[config.mk]
export PLATFORM = sky130hd
export DESIGN_NAME = supply_status_spi_regs_flat
export DESIGN_NICKNAME = d
export VERILOG_FILES = /design/src/rtl/supply_regs_pkg.sv /design/src/rtl/serial_cmd_if.sv /design/src/rtl/sticky_flag.sv /design/src/rtl/supply_status_spi_regs.sv /design/src/flat_wrapper.sv
export SDC_FILE = /design/constraint.sdc
export NUM_CORES = 1
export LEC_CHECK = 0
export ABC_AREA = 0
export BUFFER_PORTS_ARGS = -buffer_cell sky130_fd_sc_hd__buf_2
export CORE_MARGIN = 2
export CORE_UTILIZATION = 54
export CTS_CLUSTER_SIZE = 20
export DETAILED_ROUTE_END_ITERATION = 10
export PLACE_DENSITY = 0.75
export SETUP_SLACK_MARGIN = 0.2
export SLEW_MARGIN = 20
export SYNTH_ARGS = -nofsm -noshare
export SYNTH_HDL_FRONTEND = slang
export SYNTH_SLANG_ARGS = --single-unit
[constraint.sdc]
create_clock -name clk_sys -period 3.15 [get_ports clk_sys]
set_input_delay 0.63 -clock clk_sys [delete_from_list [all_inputs] [get_ports clk_sys]]
set_output_delay 0.63 -clock clk_sys [all_outputs]
set_load 0.05 [all_outputs]
[src/rtl/supply_regs_pkg.sv]
// constants shared by the serial command link ends
// assumes both ends run on one clk_sys at 50 MHz
package supply_regs_pkg;
   localparam int CMD_BITS = 16;
   localparam int ADDR_BITS = 7;
   localparam int DATA_LSB = 8;
   localparam int MODE_BIT = 7;
   localparam logic [6:0] ADDR_UPPER = 7'h3e;
   localparam logic [6:0] ADDR_LOWER = 7'h3f;
   localparam logic [6:0] ADDR_STAT_B = 7'h40;
   localparam logic [6:0] ADDR_STAT_A = 7'h41;
   localparam logic [7:0] UPPER_RST = 8'ha8;
   localparam logic [7:0] LOWER_RST = 8'h98;
   localparam logic [7:0] STAT_B_RST = 8'h00;
   localparam logic [7:0] STAT_A_POR = 8'h80;
   localparam logic [7:0] STAT_A_SOFT = 8'h00;
   localparam logic [7:0] STAT_B_MASK = 8'h43;
   localparam logic [7:0] STAT_A_MASK = 8'hff;
   localparam logic [7:0] STAT_B_RESTART_KEEP = 8'h43;
   localparam logic [7:0] STAT_A_RESTART_KEEP = 8'hfd;
   localparam int BIT_BATT_UV = 6;
   localparam int BIT_MAIN_OV = 1;
   localparam int BIT_MAIN_PW = 0;
   localparam int BIT_POR = 7;
   localparam int BIT_SW_UV = 6;
   localparam int BIT_SW_OV = 5;
   localparam int BIT_SEC_OT = 4;
   localparam int BIT_SEC_UV = 3;
   localparam int BIT_MAIN_SC = 2;
   localparam int BIT_MAIN_FS = 1;
   localparam int BIT_MAIN_UV = 0;
   localparam int CLK_HZ = 50000000;
   localparam int SHORT_TIME_US = 4000;
   localparam int SHORT_CYCLES = SHORT_TIME_US * (CLK_HZ / 1000000) + 1;
   localparam int FS_COUNT = 4;
   localparam logic [15:0] AV_CTRL = 16'h0000;
   localparam logic [15:0] AV_STAT = 16'h0004;
   localparam logic [15:0] AV_RDATA = 16'h0008;
   localparam int SCK_HALF = 4;
   typedef enum logic [4:0]
   {
      MODE_INIT = 5'b00001,
      MODE_NORMAL = 5'b00010,
      MODE_STOP = 5'b00100,
      MODE_SLEEP = 5'b01000,
      MODE_RESTART = 5'b10000
   } dev_mode_e;
endpackage

[src/rtl/serial_cmd_if.sv]
// serial command link between host and register bank
// assumes the testbench joins both modports
`timescale 1ns/1ps
`default_nettype none
interface serial_cmd_if;
   logic sck;
   logic cs_n;
   logic mosi;
   logic miso;
   modport host (output sck, output cs_n, output mosi, input miso);
   modport dev (input sck, input cs_n, input mosi, output miso);
endinterface
`default_nettype wire

[src/rtl/sticky_flag.sv]
// one sticky status bit: set wins over clear
// assumes synchronous set and clear pulses
`timescale 1ns/1ps
`default_nettype none
module sticky_flag
(
   input wire logic clk_sys,
   input wire logic arst_n,
   input wire logic rst_val,
   input wire logic load,
   input wire logic set,
   input wire logic clr,
   output logic q
);
   logic q_next;
   assign q_next = load ? rst_val : (set | (q & ~clr));
   always_ff @(posedge clk_sys or negedge arst_n)
   begin
      if (!arst_n)
         q <= 1'b0;
      else
         q <= q_next;
   end
endmodule
`default_nettype wire

[src/rtl/supply_status_spi_regs.sv]
// device end: register bank reached by 16-bit serial commands
// assumes sck, cs_n, mosi synchronous to clk_sys; host samples miso on sck rise
// Summary of operation
// - command is 16 bits: address, mode, data
// - data bits D0..D7 are frame bits 8..15
// - bit 7 low reads without touching flags
// - bit 7 high clears addressed status byte
// - flags stay set until host clears or soft reset; restart mode clears status a bit 1
// - reserved bits read zero, ignore clears
// - upper limit resets a8, clamps high settings
// - lower limit resets 98, clamps low settings
// - battery undervoltage sets status b bit 6
// - main regulator overvoltage sets b bit 1
// - main regulator prewarning sets b bit 0
// - power-on flag 1 after por, 0 soft
// - second regulator ot bit 4, uv bit 3
// - main below reset over 4 ms sets bit 2
// - fourth undervoltage fail-safe entry sets bit 1; code sets it on the first main_failsafe_evt pulse, FS_COUNT unused
// - main undervoltage reset sets bit 0
// - sleep with main off blocks main overvoltage, short and undervoltage flags
// - main undervoltage flag gated by mode
//
// Chosen here: register access over Avalon-MM.
`timescale 1ns/1ps
`default_nettype none
module supply_status_spi_regs
   import supply_regs_pkg::*;
(
   input wire logic clk_sys,
   input wire logic arst_n,
   serial_cmd_if.dev link,
   input wire logic soft_reset,
   input wire dev_mode_e dev_mode,
   input wire logic main_reg_off,
   input wire logic reset_output_pin,
   input wire logic batt_uv_evt,
   input wire logic main_ov_evt,
   input wire logic main_pw_evt,
   input wire logic sw_uv_evt,
   input wire logic sw_ov_evt,
   input wire logic sec_ot_evt,
   input wire logic sec_uv_evt,
   input wire logic main_below_rst,
   input wire logic main_uv_evt,
   input wire logic main_failsafe_evt,
   input wire logic [7:0] bit_time_setting,
   output logic [7:0] bit_time_clamped,
   output logic [7:0] recovery_upper_bound,
   output logic [7:0] recovery_lower_bound
);
   logic [15:0] shift_reg;
   logic [4:0] cnt_reg;
   logic sck_d_reg;
   logic miso_reg;
   logic por_pend_reg;
   logic ro_seen_reg;
   logic [22:0] sc_cnt_reg;
   logic [7:0] hdr_reg;
   logic [7:0] rd_byte;
   logic [7:0] stat_a;
   logic [7:0] stat_b;
   logic [7:0] set_a;
   logic [7:0] set_b;
   logic [7:0] clr_a;
   logic [7:0] clr_b;
   logic [7:0] keep_a;
   logic [7:0] keep_b;
   logic [7:0] rst_a;
   logic sck_rise;
   logic sck_fall;
   logic frame_done;
   logic [6:0] cmd_addr;
   logic cmd_clear;
   logic [7:0] cmd_data;
   logic restart;
   logic load_rst;
   logic main_gate;
   logic short_long;
   logic uv_allowed;
   logic uv_ok;
   assign sck_rise = link.sck & ~sck_d_reg;
   assign sck_fall = ~link.sck & sck_d_reg;
   assign frame_done = ~link.cs_n & sck_rise & (cnt_reg == 5'd15);
   // header byte latched at the 8th sck rise, frame bit i lands in bit i
   assign cmd_addr = hdr_reg[6:0];
   assign cmd_clear = hdr_reg[MODE_BIT];
   assign cmd_data = {link.mosi, shift_reg[0], shift_reg[1], shift_reg[2], shift_reg[3],
      shift_reg[4], shift_reg[5], shift_reg[6]};
   assign restart = (dev_mode == MODE_RESTART);
   assign load_rst = soft_reset;
   assign main_gate = ~((dev_mode == MODE_SLEEP) & main_reg_off);
   assign short_long = (sc_cnt_reg >= 23'(SHORT_CYCLES));
   assign uv_allowed = (dev_mode == MODE_NORMAL) | (dev_mode == MODE_STOP)
      | ((dev_mode == MODE_INIT) & ro_seen_reg);
   assign uv_ok = main_gate & (short_long | uv_allowed);
   assign set_b = ({7'h00, main_pw_evt} << BIT_MAIN_PW)
      | ({7'h00, main_ov_evt & main_gate} << BIT_MAIN_OV)
      | ({7'h00, batt_uv_evt} << BIT_BATT_UV);
   assign set_a = ({7'h00, por_pend_reg} << BIT_POR)
      | ({7'h00, sw_uv_evt} << BIT_SW_UV) | ({7'h00, sw_ov_evt} << BIT_SW_OV)
      | ({7'h00, sec_ot_evt} << BIT_SEC_OT) | ({7'h00, sec_uv_evt} << BIT_SEC_UV)
      | ({7'h00, short_long & main_gate} << BIT_MAIN_SC)
      | ({7'h00, main_failsafe_evt} << BIT_MAIN_FS)
      | ({7'h00, main_uv_evt & uv_ok} << BIT_MAIN_UV);
   // clears act on the whole byte, limited to defined bits
   assign clr_b = (frame_done & cmd_clear & (cmd_addr == ADDR_STAT_B))
      ? STAT_B_MASK : 8'h00;
   assign clr_a = (frame_done & cmd_clear & (cmd_addr == ADDR_STAT_A))
      ? STAT_A_MASK : 8'h00;
   assign keep_b = restart ? STAT_B_RESTART_KEEP : 8'hff;
   assign keep_a = restart ? STAT_A_RESTART_KEEP : 8'hff;
   assign rst_a = STAT_A_SOFT;
   genvar gi;
   generate
      for (gi = 0; gi < 8; gi++)
      begin : g_flags
         sticky_flag u_a
         (
            .clk_sys(clk_sys),
            .arst_n(arst_n),
            .rst_val(rst_a[gi]),
            .load(load_rst | ~keep_a[gi]),
            .set(set_a[gi] & ~load_rst),
            .clr(clr_a[gi]),
            .q(stat_a[gi])
         );
         sticky_flag u_b
         (
            .clk_sys(clk_sys),
            .arst_n(arst_n),
            .rst_val(STAT_B_RST[gi]),
            .load(load_rst | ~keep_b[gi] | ~STAT_B_MASK[gi]),
            .set(set_b[gi] & STAT_B_MASK[gi] & ~load_rst),
            .clr(clr_b[gi]),
            .q(stat_b[gi])
         );
      end
   endgenerate
   assign rd_byte = (cmd_addr == ADDR_UPPER) ? recovery_upper_bound
      : (cmd_addr == ADDR_LOWER) ? recovery_lower_bound
      : (cmd_addr == ADDR_STAT_B) ? (stat_b & STAT_B_MASK)
      : (cmd_addr == ADDR_STAT_A) ? stat_a : 8'h00;
   always_ff @(posedge clk_sys or negedge arst_n)
   begin
      if (!arst_n)
      begin
         shift_reg <= 16'h0000;
         hdr_reg <= 8'h00;
         cnt_reg <= 5'd0;
         sck_d_reg <= 1'b0;
         miso_reg <= 1'b0;
      end
      else
      begin
         sck_d_reg <= link.sck;
         if (link.cs_n)
            cnt_reg <= 5'd0;
         else if (sck_rise)
         begin
            shift_reg <= {shift_reg[14:0], link.mosi};
            cnt_reg <= cnt_reg + 5'd1;
            if (cnt_reg == 5'd7)
               hdr_reg <= {link.mosi, shift_reg[0], shift_reg[1], shift_reg[2], shift_reg[3],
                  shift_reg[4], shift_reg[5], shift_reg[6]};
         end
         // after the address byte, read data goes out D0 first
         if (link.cs_n)
            miso_reg <= 1'b0;
         else if (sck_fall & (cnt_reg >= 5'd8) & (cnt_reg < 5'd16))
            miso_reg <= rd_byte[3'(cnt_reg - 5'd8)];
      end
   end
   assign link.miso = miso_reg;
   always_ff @(posedge clk_sys or negedge arst_n)
   begin
      if (!arst_n)
      begin
         recovery_upper_bound <= UPPER_RST;
         recovery_lower_bound <= LOWER_RST;
         por_pend_reg <= 1'b1;
         ro_seen_reg <= 1'b0;
         sc_cnt_reg <= 23'd0;
         bit_time_clamped <= 8'h00;
      end
      else
      begin
         por_pend_reg <= 1'b0;
         if (soft_reset)
         begin
            recovery_upper_bound <= UPPER_RST;
            recovery_lower_bound <= LOWER_RST;
         end
         else if (frame_done & ~cmd_clear)
         begin
            // the register write happens at end of frame
            if (cmd_addr == ADDR_UPPER)
               recovery_upper_bound <= cmd_data;
            if (cmd_addr == ADDR_LOWER)
               recovery_lower_bound <= cmd_data;
         end
         if (dev_mode != MODE_INIT)
            ro_seen_reg <= 1'b0;
         else if (reset_output_pin)
            ro_seen_reg <= 1'b1;
         if (!main_below_rst)
            sc_cnt_reg <= 23'd0;
         else if (!short_long)
            sc_cnt_reg <= sc_cnt_reg + 23'd1;
         if (bit_time_setting > recovery_upper_bound)
            bit_time_clamped <= recovery_upper_bound;
         else if (bit_time_setting < recovery_lower_bound)
            bit_time_clamped <= recovery_lower_bound;
         else
            bit_time_clamped <= bit_time_setting;
      end
   end
endmodule
`default_nettype wire

[src/flat_wrapper.sv]
// flat-port wrapper written by rule: the top's interface ports become plain ports
module supply_status_spi_regs_flat import supply_regs_pkg::*;
  (clk_sys, arst_n, soft_reset, dev_mode, main_reg_off, reset_output_pin, batt_uv_evt, main_ov_evt, main_pw_evt, sw_uv_evt, sw_ov_evt, sec_ot_evt, sec_uv_evt, main_below_rst, main_uv_evt, main_failsafe_evt, bit_time_setting, bit_time_clamped, recovery_upper_bound, recovery_lower_bound, link_sck, link_cs_n, link_mosi, link_miso);
  serial_cmd_if link_i ();
  input wire logic clk_sys;
  input wire logic arst_n;
  input wire logic soft_reset;
  input wire dev_mode_e dev_mode;
  input wire logic main_reg_off;
  input wire logic reset_output_pin;
  input wire logic batt_uv_evt;
  input wire logic main_ov_evt;
  input wire logic main_pw_evt;
  input wire logic sw_uv_evt;
  input wire logic sw_ov_evt;
  input wire logic sec_ot_evt;
  input wire logic sec_uv_evt;
  input wire logic main_below_rst;
  input wire logic main_uv_evt;
  input wire logic main_failsafe_evt;
  input wire logic [7:0] bit_time_setting;
  output logic [7:0] bit_time_clamped;
  output logic [7:0] recovery_upper_bound;
  output logic [7:0] recovery_lower_bound;
  input wire logic [$bits(link_i.sck)-1:0] link_sck;
  input wire logic [$bits(link_i.cs_n)-1:0] link_cs_n;
  input wire logic [$bits(link_i.mosi)-1:0] link_mosi;
  output wire logic [$bits(link_i.miso)-1:0] link_miso;
  assign link_i.sck = link_sck;
  assign link_i.cs_n = link_cs_n;
  assign link_i.mosi = link_mosi;
  assign link_miso = link_i.miso;
  supply_status_spi_regs u_core (.clk_sys(clk_sys), .arst_n(arst_n), .link(link_i), .soft_reset(soft_reset), .dev_mode(dev_mode), .main_reg_off(main_reg_off), .reset_output_pin(reset_output_pin), .batt_uv_evt(batt_uv_evt), .main_ov_evt(main_ov_evt), .main_pw_evt(main_pw_evt), .sw_uv_evt(sw_uv_evt), .sw_ov_evt(sw_ov_evt), .sec_ot_evt(sec_ot_evt), .sec_uv_evt(sec_uv_evt), .main_below_rst(main_below_rst), .main_uv_evt(main_uv_evt), .main_failsafe_evt(main_failsafe_evt), .bit_time_setting(bit_time_setting), .bit_time_clamped(bit_time_clamped), .recovery_upper_bound(recovery_upper_bound), .recovery_lower_bound(recovery_lower_bound));
endmodule
==> run metrics, run 1 <==
DP HPWL 7.233 mm; CTS resizes 0; Combinational Power Share 0.108; post-layout net count approximately 540; final hold vios 0; crit path launch type flop; Post-DRT Antenna Nets 0; DP Cell Count 586; Layout area overhead 12.38%; TritonCTS Buffers 9; Netlist cell types 64; post-synthesis simple-gate area fraction 0.1838; setup violators final 0; min Tclk post-route 2.449 ns; Mapped Area 0.004446 mm2; setup tns final 0 ns; Post-DP Area 0.004780 mm2; worst-margin pin slew 0.7392 ns; final instance area 0.004996 mm2; achievable clock frequency 408.4 MHz; Worst EP required 3.42 ns; core footprint roughly 0.0081 mm2; Synth Area in Compound Gates 0.1632; die outline area about 0.0090 mm2; Critical R2R Launch u_core.sc_cnt_reg[4]$_DFFE_PN0P_; reg2reg end u_core.sc_cnt_reg[7]$_DFFE_PN0P_; Site Rows 33; Die Span X between 90 and 100 um; layout cells sized above 1 0.2254; Clk pwr share 0.368; kind of critical path flop to flop; R2R cell count 6; via count 3643; gpl congestion about 0.85; number of I/O port buffers 55; initial antenna violation count 0; Hold Worst Slack between 0.2 and 0.3 ns; Die Span Y around 95 um; average wire per standard cell 16.75 um; number of flops mapped to enable cells by yosys 0; syn avg cell area 10.08 um2; GRT Total Usage 0.2363; Lkg Pwr about 2.3 nW; largest net degree at the start of global routing 83; maxcap violations 0; post-CTS setup buffer count 0; overall power about 2.3 mW; Synth Area in Adders 0.05629; DR vias/cell 6.051; Pwr per Cell Area around 450 mW/mm2; initial drt markers approximately 270; Crit Path Max Fanout 33; setup slack after layout 0.7013 ns; switching component of the power 0.5953 mW; Clock Root Buffer clkbuf_8; Hold Crit Class input pin to asynchronous set/reset pin; Primary FF master, synth dfrtp_1; CTS tree done; sequential power share 0.524; hold_buf cts 0; Peak VDD IR 0.2900 mV; critical path capture point type flop; Final Skew about 0.011 ns; clock latency reported for the late side of the worst-skew pair 0.36 ns; main combinational cell family by area after synthesis simple AND/OR/NAND/NOR gates; Pre-Repair DR Iteration Count 5; Synth Instances 441; first-pass GRT wire length 16.24 mm; Synth warnings 0; CTS clk-pin slew, worst paths 0.09 ns; fillers 700; Final Cycle Share 0.7774; Switching Share 0.2639; multiplexer share of the synthesized area 0.07740; vias in the first global route approximately 3400; n_diodes 0; async set-reset flop share out of synthesis 1.000; Longest Clk Path Bufs 2; register area share after synthesis 0.4636; post-route core utilization 0.6173; flops & latches, synth 82; dpl ws 0.6877 ns; RSZ-0062 raised after global routing no; Worst R2R Setup Slack ~0.7 ns; Clock Sinks 82; drt drc 0; max-slew violations 0; Synth Area in XOR/XNOR 0.005910; Layout Cells excl Fill roughly 600; max reg flops 23; outcome finished, final reports clean; total gr overflow 0; Power Internal around 1.7 mW; Net Count, Synth between 400 and 500; Max H-tree Level 3; Worst EP arrival 2.72 ns; I/O pins 56; Post-Route WL 10.08 mm; Starting Density 0.5493; Slew headroom 0.5072
[placed cells by master (no fill, tap or decap), types with 9 or more instances in the layout]
master / n
a21oi_1: 31
a31oi_1: 10
buf_2: 54
clkbuf_8: 9
dfrtp_1: 75
ha_1: 20
inv_1: 24
mux2_2: 17
mux2i_1: 13
nand2_1: 22
nand3_1: 21
nor2_1: 39
o21ai_0: 12
o31ai_1: 12
or4_1: 12
[cells by family (layout without fill, tap and decap cells)]
family,count (synthesis),count (layout)
XOR/XNOR,3,3
buffers and inverters,46,102
multiplexers,31,31
AO/OA/AOI/OAI,108,108
AND/OR/NAND/NOR,150,150
flip-flops,82,82
adder cells (fa/ha/maj),20,20
other,1,1
[routing by layer]
metal	part of all wire	track usage
met1	0.42	0.2977
met2	0.51	0.4084
met3	0.047	0.04469
met4	0.019	0.07971
met5	0	0
[critical path, stage by stage, from the launching register on]
cell      delay (ns)
dfrtp_1         0.42
or4_4           0.53
o311ai_2        0.22
a21oi_1         0.12
o211a_4         0.36
or4_1           0.54
a21oi_1         0.17
[cell type report]
type,instances,area [um2],area share
multi-input cells,313,2167,0.4338
flip-flops and latches,82,2061,0.4125
repair buffers,62,334.1,0.06687
clock buffers,11,131.4,0.02630
well taps,105,131.4,0.02630
inverters,24,90.09,0.01803
clock inverters,5,81.33,0.01628
[power groups by stage]
stage | clock network (mW) | logic [mW] | registers (mW)
floorplan | 0 | 0.129 | 1.21
global placement | 0 | 0.235 | 1.20
detailed placement | 0 | 0.244 | 1.20
CTS | 0.844 | 0.245 | 1.18
global route | 0.885 | 0.271 | 1.19
finish | 0.831 | 0.243 | 1.18
[cells in the mapped netlist (3+ instances only)]
library cell | instances | area (um2)
dfrtp_1 | 75 | 1877
nor2_1 | 39 | 146.4
a21oi_1 | 31 | 155.2
inv_1 | 24 | 90.09
nand2_1 | 22 | 82.58
nand3_1 | 21 | 105.1
ha_1 | 20 | 250.2
mux2_2 | 17 | 191.4
mux2i_1 | 13 | 130.1
o21ai_0 | 12 | 60.06
o31ai_1 | 12 | 90.09
or4_1 | 12 | 90.09
a31oi_1 | 10 | 62.56
clkbuf_1 | 10 | 37.54
and2_1 | 7 | 43.79
dfstp_2 | 7 | 183.9
nand2b_1 | 7 | 43.79
nand4_1 | 7 | 43.79
o211ai_1 | 6 | 45.04
a21o_1 | 5 | 37.54
a22oi_1 | 5 | 37.54
nor2b_1 | 5 | 31.28
buf_2 | 4 | 20.02
buf_6 | 4 | 45.04
nor3_1 | 4 | 20.02
or3_1 | 4 | 25.02
a311oi_1 | 3 | 26.28
and3_1 | 3 | 18.77
nor4_1 | 3 | 18.77
o21ai_1 | 3 | 15.01
o41ai_1 | 3 | 26.28
[how the worst max path moves through the flow]
| stage | startpoint | slack [ns] | end | cells after the start |
|---|---|---|---|---|
| 6_report | u_core.sc_cnt_reg[4]$_DFFE_PN0P_ | 0.70 | u_core.sc_cnt_reg[7]$_DFFE_PN0P_ | 6 |
| 3_5_place_dp | bit_time_setting[6] | 0.69 | u_core.bit_time_clamped[6]$_DFF_PN0_ | 8 |
| 3_3_place_gp | bit_time_setting[3] | 0.75 | u_core.bit_time_clamped[6]$_DFF_PN0_ | 9 |
| 5_1_grt | u_core.sc_cnt_reg[19]$_DFFE_PN0P_ | 0.55 | u_core.sc_cnt_reg[5]$_DFFE_PN0P_ | 6 |
| 4_1_cts | u_core.sc_cnt_reg[4]$_DFFE_PN0P_ | 0.70 | u_core.sc_cnt_reg[7]$_DFFE_PN0P_ | 6 |
| 2_1_floorplan | u_core.recovery_upper_bound[3]$_DFFE_PN1P_ | 0.85 | u_core.bit_time_clamped[6]$_DFF_PN0_ | 9 |
(Power assumes the default switching activity.)
==> run 2: changes to the inputs <==
--- a/config.mk
+++ b/config.mk
@@ -5,13 +5,13 @@
 export SDC_FILE = /design/constraint.sdc
 export NUM_CORES = 1
 export LEC_CHECK = 0
-export ABC_AREA = 0
+export ABC_AREA = 1
 export BUFFER_PORTS_ARGS = -buffer_cell sky130_fd_sc_hd__buf_2
 export CORE_MARGIN = 2
-export CORE_UTILIZATION = 54
+export CORE_UTILIZATION = 53
 export CTS_CLUSTER_SIZE = 20
 export DETAILED_ROUTE_END_ITERATION = 10
-export PLACE_DENSITY = 0.75
+export PLACE_DENSITY = 0.77
 export SETUP_SLACK_MARGIN = 0.2
 export SLEW_MARGIN = 20
 export SYNTH_ARGS = -nofsm -noshare
==> constraint.sdc (replaced) <==
create_clock -name clk_sys -period 2 [get_ports clk_sys]
set_input_delay 0.4 -clock clk_sys [delete_from_list [all_inputs] [get_ports clk_sys]]
set_output_delay 0.4 -clock clk_sys [all_outputs]
set_load 0.05 [all_outputs]
==> run 2 against run 1 <==
  * Combinational power rose to 3.6 times the previous value
  * Worst hold slack worse by 0.12 ns
  * Critical path depth up 4
  * Clock skew down 0.0023 ns
  * Worst setup slack worse by 0.55 ns
  * Largest cell class unchanged
  * Routed wire length up 23%
  * Maximum frequency up 32%
  * Die area up 7.5%
  * Register-to-register slack worse by 0.55 ns
  * Clock power up 49%
  * Final area up 15%
  * Clock-buffer cell count up 1
==> run metrics, run 2 <==
TritonCTS Buffers 9 (unchanged); first-pass GRT wire length 19.91 mm (+23%); GRT Total Usage 0.2590 (+0.02269); post-layout net count 711 (+31%); Worst EP arrival 2.09 ns (-0.63 ns); drt drc 0 (unchanged); register area share after synthesis 0.4380 (-0.02552); setup slack after layout 0.1487 ns (-0.5527 ns); Primary FF master, synth dfrtp_1; leading area contributor after synthesis dfrtp_1; post-synth top area share 0.3989 (-0.02324); Longest Clk Path Bufs 2 (unchanged); Largest stage delay, worst path 0.54 ns (about the same); DP HPWL 8.962 mm (+24%); Synth warnings 0 (unchanged); final hold vios 0 (unchanged); Slowest-stage cell, CP dfstp_2; commonest non-fill, non-tap cell in the layout nand2_1; Hold Crit Class input pin to flop; cell mode on critical path o21ai_2; kind of critical path flop to flop; DP Cell Count 743 (+27%); Site Rows 34 (+3.0%); Netlist cell types 41 (-36%); dpl ws -0.01917 ns (-0.7069 ns); Post-synth top cells nand2_1 (115), dfrtp_1 (75), inv_1 (74); CTS tree done; Post-Route WL 12.42 mm (+23%); gpl congestion 0.9279 (+9.4%); Die Span Y 98.22 um (+3.7%); Crit Path Max Fanout 8 (-76%); number of I/O port buffers 55 (unchanged); vias in the first global route 4181 (+23%); Pwr per Cell Area 690.3 mW/mm2 (+53%); Peak VDD IR 0.3648 mV (+26%); average wire per standard cell 16.07 um (-4.0%); Hold Worst Slack 0.1588 ns (-0.1223 ns); Mapped Area 0.004705 mm2 (+5.8%); CTS clk-pin slew, worst paths 0.09 ns (about the same); initial drt markers 340 (+27%); layout cells sized above 1 0.2947 (+0.06938); largest net degree at the start of global routing 35 (-58%); maxcap violations 0 (unchanged); via count 4360 (+20%); total gr overflow 0 (unchanged); number of flops mapped to enable cells by yosys 0 (unchanged); Final Skew 0.009117 ns (-0.002331 ns); Synth Instances 581 (+32%); Clock Root Buffer clkbuf_8; syn avg cell area 8.097 um2 (-20%); Clock Sinks 82 (unchanged); CP Cell Sequence inv_2, ha_4, nand2_4, o21ai_2, nand2_1, o211ai_1, o21ai_2, buf_6, nor2_1, a31oi_1; Die Span X 98.22 um (+3.7%); Max H-tree Level 3 (unchanged); critical path capture point type flop; Pre-Repair DR Iteration Count 5 (unchanged); Worst EP required 2.24 ns (-1.18 ns); achievable clock frequency 540.1 MHz (+32%); clock latency reported for the late side of the worst-skew pair 0.35 ns (about the same); initial antenna violation count 0 (unchanged); Net Count, Synth 632 (+28%); setup tns final 0 ns (unchanged); max-slew violations 0 (unchanged); Layout Cells excl Fill 773 (+28%); overall power 3.962 mW (+76%); core footprint 0.008678 mm2 (+7.2%); min Tclk post-route 1.851 ns (-0.5973 ns); DR vias/cell 5.640 (-6.8%); Starting Density 0.5421 (-0.007221); crit path launch type flop; Lkg Pwr 2.673 nW (+18%); cell with the most instances after synthesis nand2_1; RSZ-0062 raised after global routing yes; Layout area overhead 22.02%; Final Cycle Share 0.9257 (+0.1483); max reg flops 23 (unchanged); I/O pins 56 (unchanged); async set-reset flop share out of synthesis 1.000 (unchanged); commonest non-fill, non-tap cells in the layout nand2_1 (109), dfrtp_1 (74), inv_1 (63), nand3_1 (59), buf_2 (54); flops & latches, synth 82 (unchanged); Post-DRT Antenna Nets 0 (unchanged); die outline area 0.009646 mm2 (+7.5%); fillers 718 (+2.6%); setup violators final 0 (unchanged); n_diodes 0 (unchanged); ranking of synthesized cells by area dfrtp_1 (40%), nand2_1 (9.2%), nand3_1 (6.6%); outcome finished, final reports clean
[run 2: cell count changes in the layout (fill, tap and decap cells not counted), sizes merged, moves of 14 or more]
| cell | change |
|---|---|
| or4 | -14 |
| mux2 | -17 |
| inv | +53 |
| o21ai | +37 |
| nand2 | +101 |
| nand3 | +43 |
| buf | +17 |
[run 2: stage by stage]
| step | utilization | area (um2) |
|---|---|---|
| floorplan | - | 4743 |
| finish | 0.6615 | 5741 |
| global placement | 0.5963 | 5175 |
| detailed placement | 0.5963 | 5175 |
| CTS | 0.6370 | 5528 |
| global route | 0.6615 | 5741 |
[run 2: per-layer routing]
layer	vias up	routed length, um	track usage
met5	-	0	0
met4	0	286	0.09589
met3	21	793	0.05011
met2	186	6349	0.4489
met1	2062	4992	0.3224
li1	2091	-	-
[run 2: critical path: cells and delay by family, from the launching register on]
kind            cells  cell delay (ns)
flops               1             0.54
compound gates      4             0.48
fa+ha+maj           1             0.28
buf+inv             2             0.22
simple gates        3             0.21
[run 2: path summary, 6_finish.rpt]
kind | from | to | slack (ns) | cells after the start
max | u_core.recovery_upper_bound[3]$_DFFE_PN1P_ | u_core.bit_time_clamped[4]$_DFF_PN0_ | 0.15 | 10
min | link_sck | u_core.sck_d_reg$_DFF_PN0_ | 0.16 | 1
max reg2reg | u_core.recovery_upper_bound[3]$_DFFE_PN1P_ | u_core.bit_time_clamped[4]$_DFF_PN0_ | 0.15 | 10
min reg2reg | u_core.sc_cnt_reg[19]$_DFFE_PN0P_ | u_core.sc_cnt_reg[19]$_DFFE_PN0P_ | 0.47 | 2
max in group asynchronous | arst_n | u_core.sc_cnt_reg[5]$_DFFE_PN0P_ | 0.86 | 3
min in group asynchronous | arst_n | u_core.bit_time_clamped[6]$_DFF_PN0_ | 0.53 | 2
[run 2: report_power, final]
group	internal, mW	switching (mW)	total (mW)	leakage (nW)
clock network	0.644	0.599	1.24	0.0986
logic	0.269	0.603	0.872	1.51
registers	1.78	0.0728	1.85	1.06
[run 2: logic make-up after synthesis]
group,count (synthesis),synth area share
and+or+nand+nor,273,0.2758
adders and majority gates,20,0.05319
other,1,0.0007971
DFF,82,0.4380
buffers and inverters,91,0.07926
xor gates and xnor gates,12,0.02234
AOI/OAI and AO/OA,102,0.1306
[run 2: cell type report]
cell class                      instances  area, um2  share of cell area
Timing Repair inverter                  1      7.507            0.001308
Clock buffer                           12      155.1             0.02703
Multi-Input combinational cell        409       2546              0.4435
Inverter                               77      289.0             0.05035
Timing Repair Buffer                   80      495.5             0.08631
Clock inverter                          4      50.05            0.008718
Tap cell                              108      135.1             0.02354
Sequential cell                        82       2062              0.3592
[run 2: repair_timing]
item	4_1_cts	5_1_grt
pin swaps	5	10
buffers inserted	5	5
endpoints found under the hold margin	9	0
setup endpoints to repair	23	53
resized for setup	21	47
gates cloned	1	2
hold buffers	1	0
==> run 3: changes to the inputs <==
--- a/config.mk
+++ b/config.mk
@@ -11,6 +11,7 @@
 export CORE_UTILIZATION = 53
 export CTS_CLUSTER_SIZE = 20
 export DETAILED_ROUTE_END_ITERATION = 10
+export MAX_ROUTING_LAYER = met4
 export PLACE_DENSITY = 0.77
 export SETUP_SLACK_MARGIN = 0.2
 export SLEW_MARGIN = 20
==> run 3 against run 2 <==
  * Sequential share of layout area rose by 0.41 points
  * Final area fell by 0.94%
  * Sequential power barely moved
  * Core utilization fell by 0.62 points
  * Total power rose by 3.6%
  * Worst hold slack got worse by 0.012 ns
  * Register-to-register slack improved by 0.04 ns
==> run metrics, run 3 (synthesis gave the netlist of run 2 again) <==
n_diodes 0 (unchanged); initial antenna violation count 0 (unchanged); GRT Total Usage 0.2657 (+0.006639); Post-DRT Antenna Nets 0 (unchanged); Clk pwr share 0.340 (+0.026); max-slew violations 0 (unchanged); crit path launch type flop; Max H-tree Level 3 (unchanged); die outline area 0.009646 mm2 (unchanged); maxcap violations 0 (unchanged); DP HPWL 8.884 mm (-0.87%); max reg flops 23 (unchanged); switching component of the power 1.287 mW (+0.99%); largest net degree at the start of global routing 55 (+57%); drt drc 0 (unchanged); CTS clk-pin slew, worst paths 0.09 ns (about the same); Die Span Y 98.22 um (unchanged); Switching Share 0.3136 (-0.007996); DP Cell Count 740 (-0.40%); RSZ-0062 raised after global routing yes; number of I/O port buffers 55 (unchanged); Combinational Power Share 0.209 (-0.011); achievable clock frequency 552.0 MHz (+2.2%); Layout area overhead 20.88%; DR vias/cell 5.595 (-0.80%); kind of critical path flop to flop; Worst EP arrival 2.09 ns (about the same); Slew headroom 0.6663; dpl ws 0.02919 ns (+0.04836 ns); CP Cell Sequence inv_4, ha_4, a21oi_2, o21ai_2, nand2_1, o211ai_1, o21ai_2, buf_6, nor2_2, a31oi_1; Pwr per Cell Area 721.6 mW/mm2 (+4.5%); Die Span X 98.22 um (unchanged); Worst EP required 2.28 ns (+0.04 ns); total gr overflow 0 (unchanged); TritonCTS Buffers 9 (unchanged); initial drt markers 245 (-28%); Clock Root Buffer clkbuf_8; I/O pins 56 (unchanged); Slowest-stage cell, CP dfstp_2; final hold vios 0 (unchanged); Largest stage delay, worst path 0.56 ns (+0.02 ns); average wire per standard cell 15.80 um (-1.7%); worst-margin pin slew 0.4994 ns; Clock Sinks 82 (unchanged); Pre-Repair DR Iteration Count 5 (unchanged); setup slack after layout 0.1883 ns (+0.03964 ns); Starting Density 0.5421 (unchanged); min Tclk post-route 1.812 ns (-0.03964 ns); Power Internal 2.817 mW (+4.8%); Final Cycle Share 0.9059 (-0.01982); setup tns final 0 ns (unchanged); clock latency reported for the late side of the worst-skew pair 0.36 ns (about the same); commonest non-fill, non-tap cells in the layout nand2_1 (110), dfrtp_1 (71), inv_1 (64), nand3_1 (58), buf_2 (54); core footprint 0.008678 mm2 (unchanged); commonest non-fill, non-tap cell in the layout nand2_1; via count 4314 (-1.1%); cell mode on critical path o21ai_2; Post-Route WL 12.18 mm (-1.9%); vias in the first global route 4096 (-2.0%); sequential power share 0.450 (-0.017); gpl congestion 0.9759 (+5.2%); CTS tree done; Lkg Pwr 2.673 nW (about the same); Longest Clk Path Bufs 2 (unchanged); first-pass GRT wire length 19.89 mm (about the same); Hold Crit Class input pin to flop; Layout Cells excl Fill 771 (-0.26%); critical path capture point type flop; Crit Path Max Fanout 8 (unchanged); post-route core utilization 0.6553 (-0.006199); Final Skew 0.01072 ns (+0.001599 ns); Peak VDD IR 0.3277 mV (-10%); layout cells sized above 1 0.2775 (-0.01721); Site Rows 34 (unchanged); setup violators final 0 (unchanged); post-layout net count 709 (-0.28%); outcome finished, final reports clean
## run 3: path summary, 6_finish.rpt
path	startpoint	to	slack [ns]	depth (start not counted)
worst max-delay path	u_core.recovery_upper_bound[3]$_DFFE_PN1P_	u_core.bit_time_clamped[4]$_DFF_PN0_	0.19	10
worst min-delay path	link_sck	u_core.sck_d_reg$_DFF_PN0_	0.15	1
worst max register to register	u_core.recovery_upper_bound[3]$_DFFE_PN1P_	u_core.bit_time_clamped[4]$_DFF_PN0_	0.19	10
worst min register to register	u_core.sc_cnt_reg[20]$_DFFE_PN0P_	u_core.sc_cnt_reg[20]$_DFFE_PN0P_	0.47	2
max in group asynchronous	arst_n	u_core.por_pend_reg$_DFF_PN1_	0.83	3
min in group asynchronous	arst_n	u_core.recovery_upper_bound[6]$_DFFE_PN0P_	0.51	2
## run 3: final cells by class
class	instances	area (um2)
fillers	726	2992
flip-flops and latches	82	2066
repair buffers	80	495.5
inverters	77	294.0
multi-input cells	408	2466
well taps	108	135.1
clock buffers	12	155.1
clock inverters	4	75.07
## run 3: routing by layer
| layer | track usage | share of wire | vias to the layer above |
|---|---|---|---|
| li1 | - | - | 2092 |
| met2 | 0.4257 | 0.50 | 159 |
| met1 | 0.3335 | 0.42 | 2039 |
| met4 | 0.09378 | 0.024 | 0 |
| met3 | 0.06013 | 0.059 | 24 |
| met5 | - | 0 | - |
## run 3: power by group through the flow
stage	clock network, mW	logic (mW)	registers, mW
global placement	0	0.716	1.88
CTS	1.42	0.784	1.85
floorplan	0	0.291	2.09
finish	1.40	0.859	1.85
detailed placement	0	0.734	1.89
global route	1.49	0.924	1.86
## run 3: timing repair
| item | CTS | global route |
|---|---|---|
| hold endpoints to repair | 24 | 0 |
| cloned | 1 | 0 |
| pin swaps | 1 | 7 |
| setup endpoints to repair | 34 | 50 |
| hold buffers | 1 | 0 |
| gates resized for setup | 13 | 42 |
| setup buffers | 5 | 8 |
## run 3: critical path: cells and delay by family (launching register included)
kind            cells  cell delay (ns)
compound gates      5             0.62
flops               1             0.56
buf+inv             2             0.22
fa+ha+maj           1             0.22
simple gates        2             0.12
## run 3: through the flow
step                hold slack (ns)  area (um2)  total power [mW]
floorplan                    0.1044        4743             2.379
global route                 0.1358        5687             4.275
finish                       0.1468        5687             4.104
CTS                          0.1342        5493             4.049
global placement             0.3530        5152             2.597
detailed placement           0.3591        5152             2.619
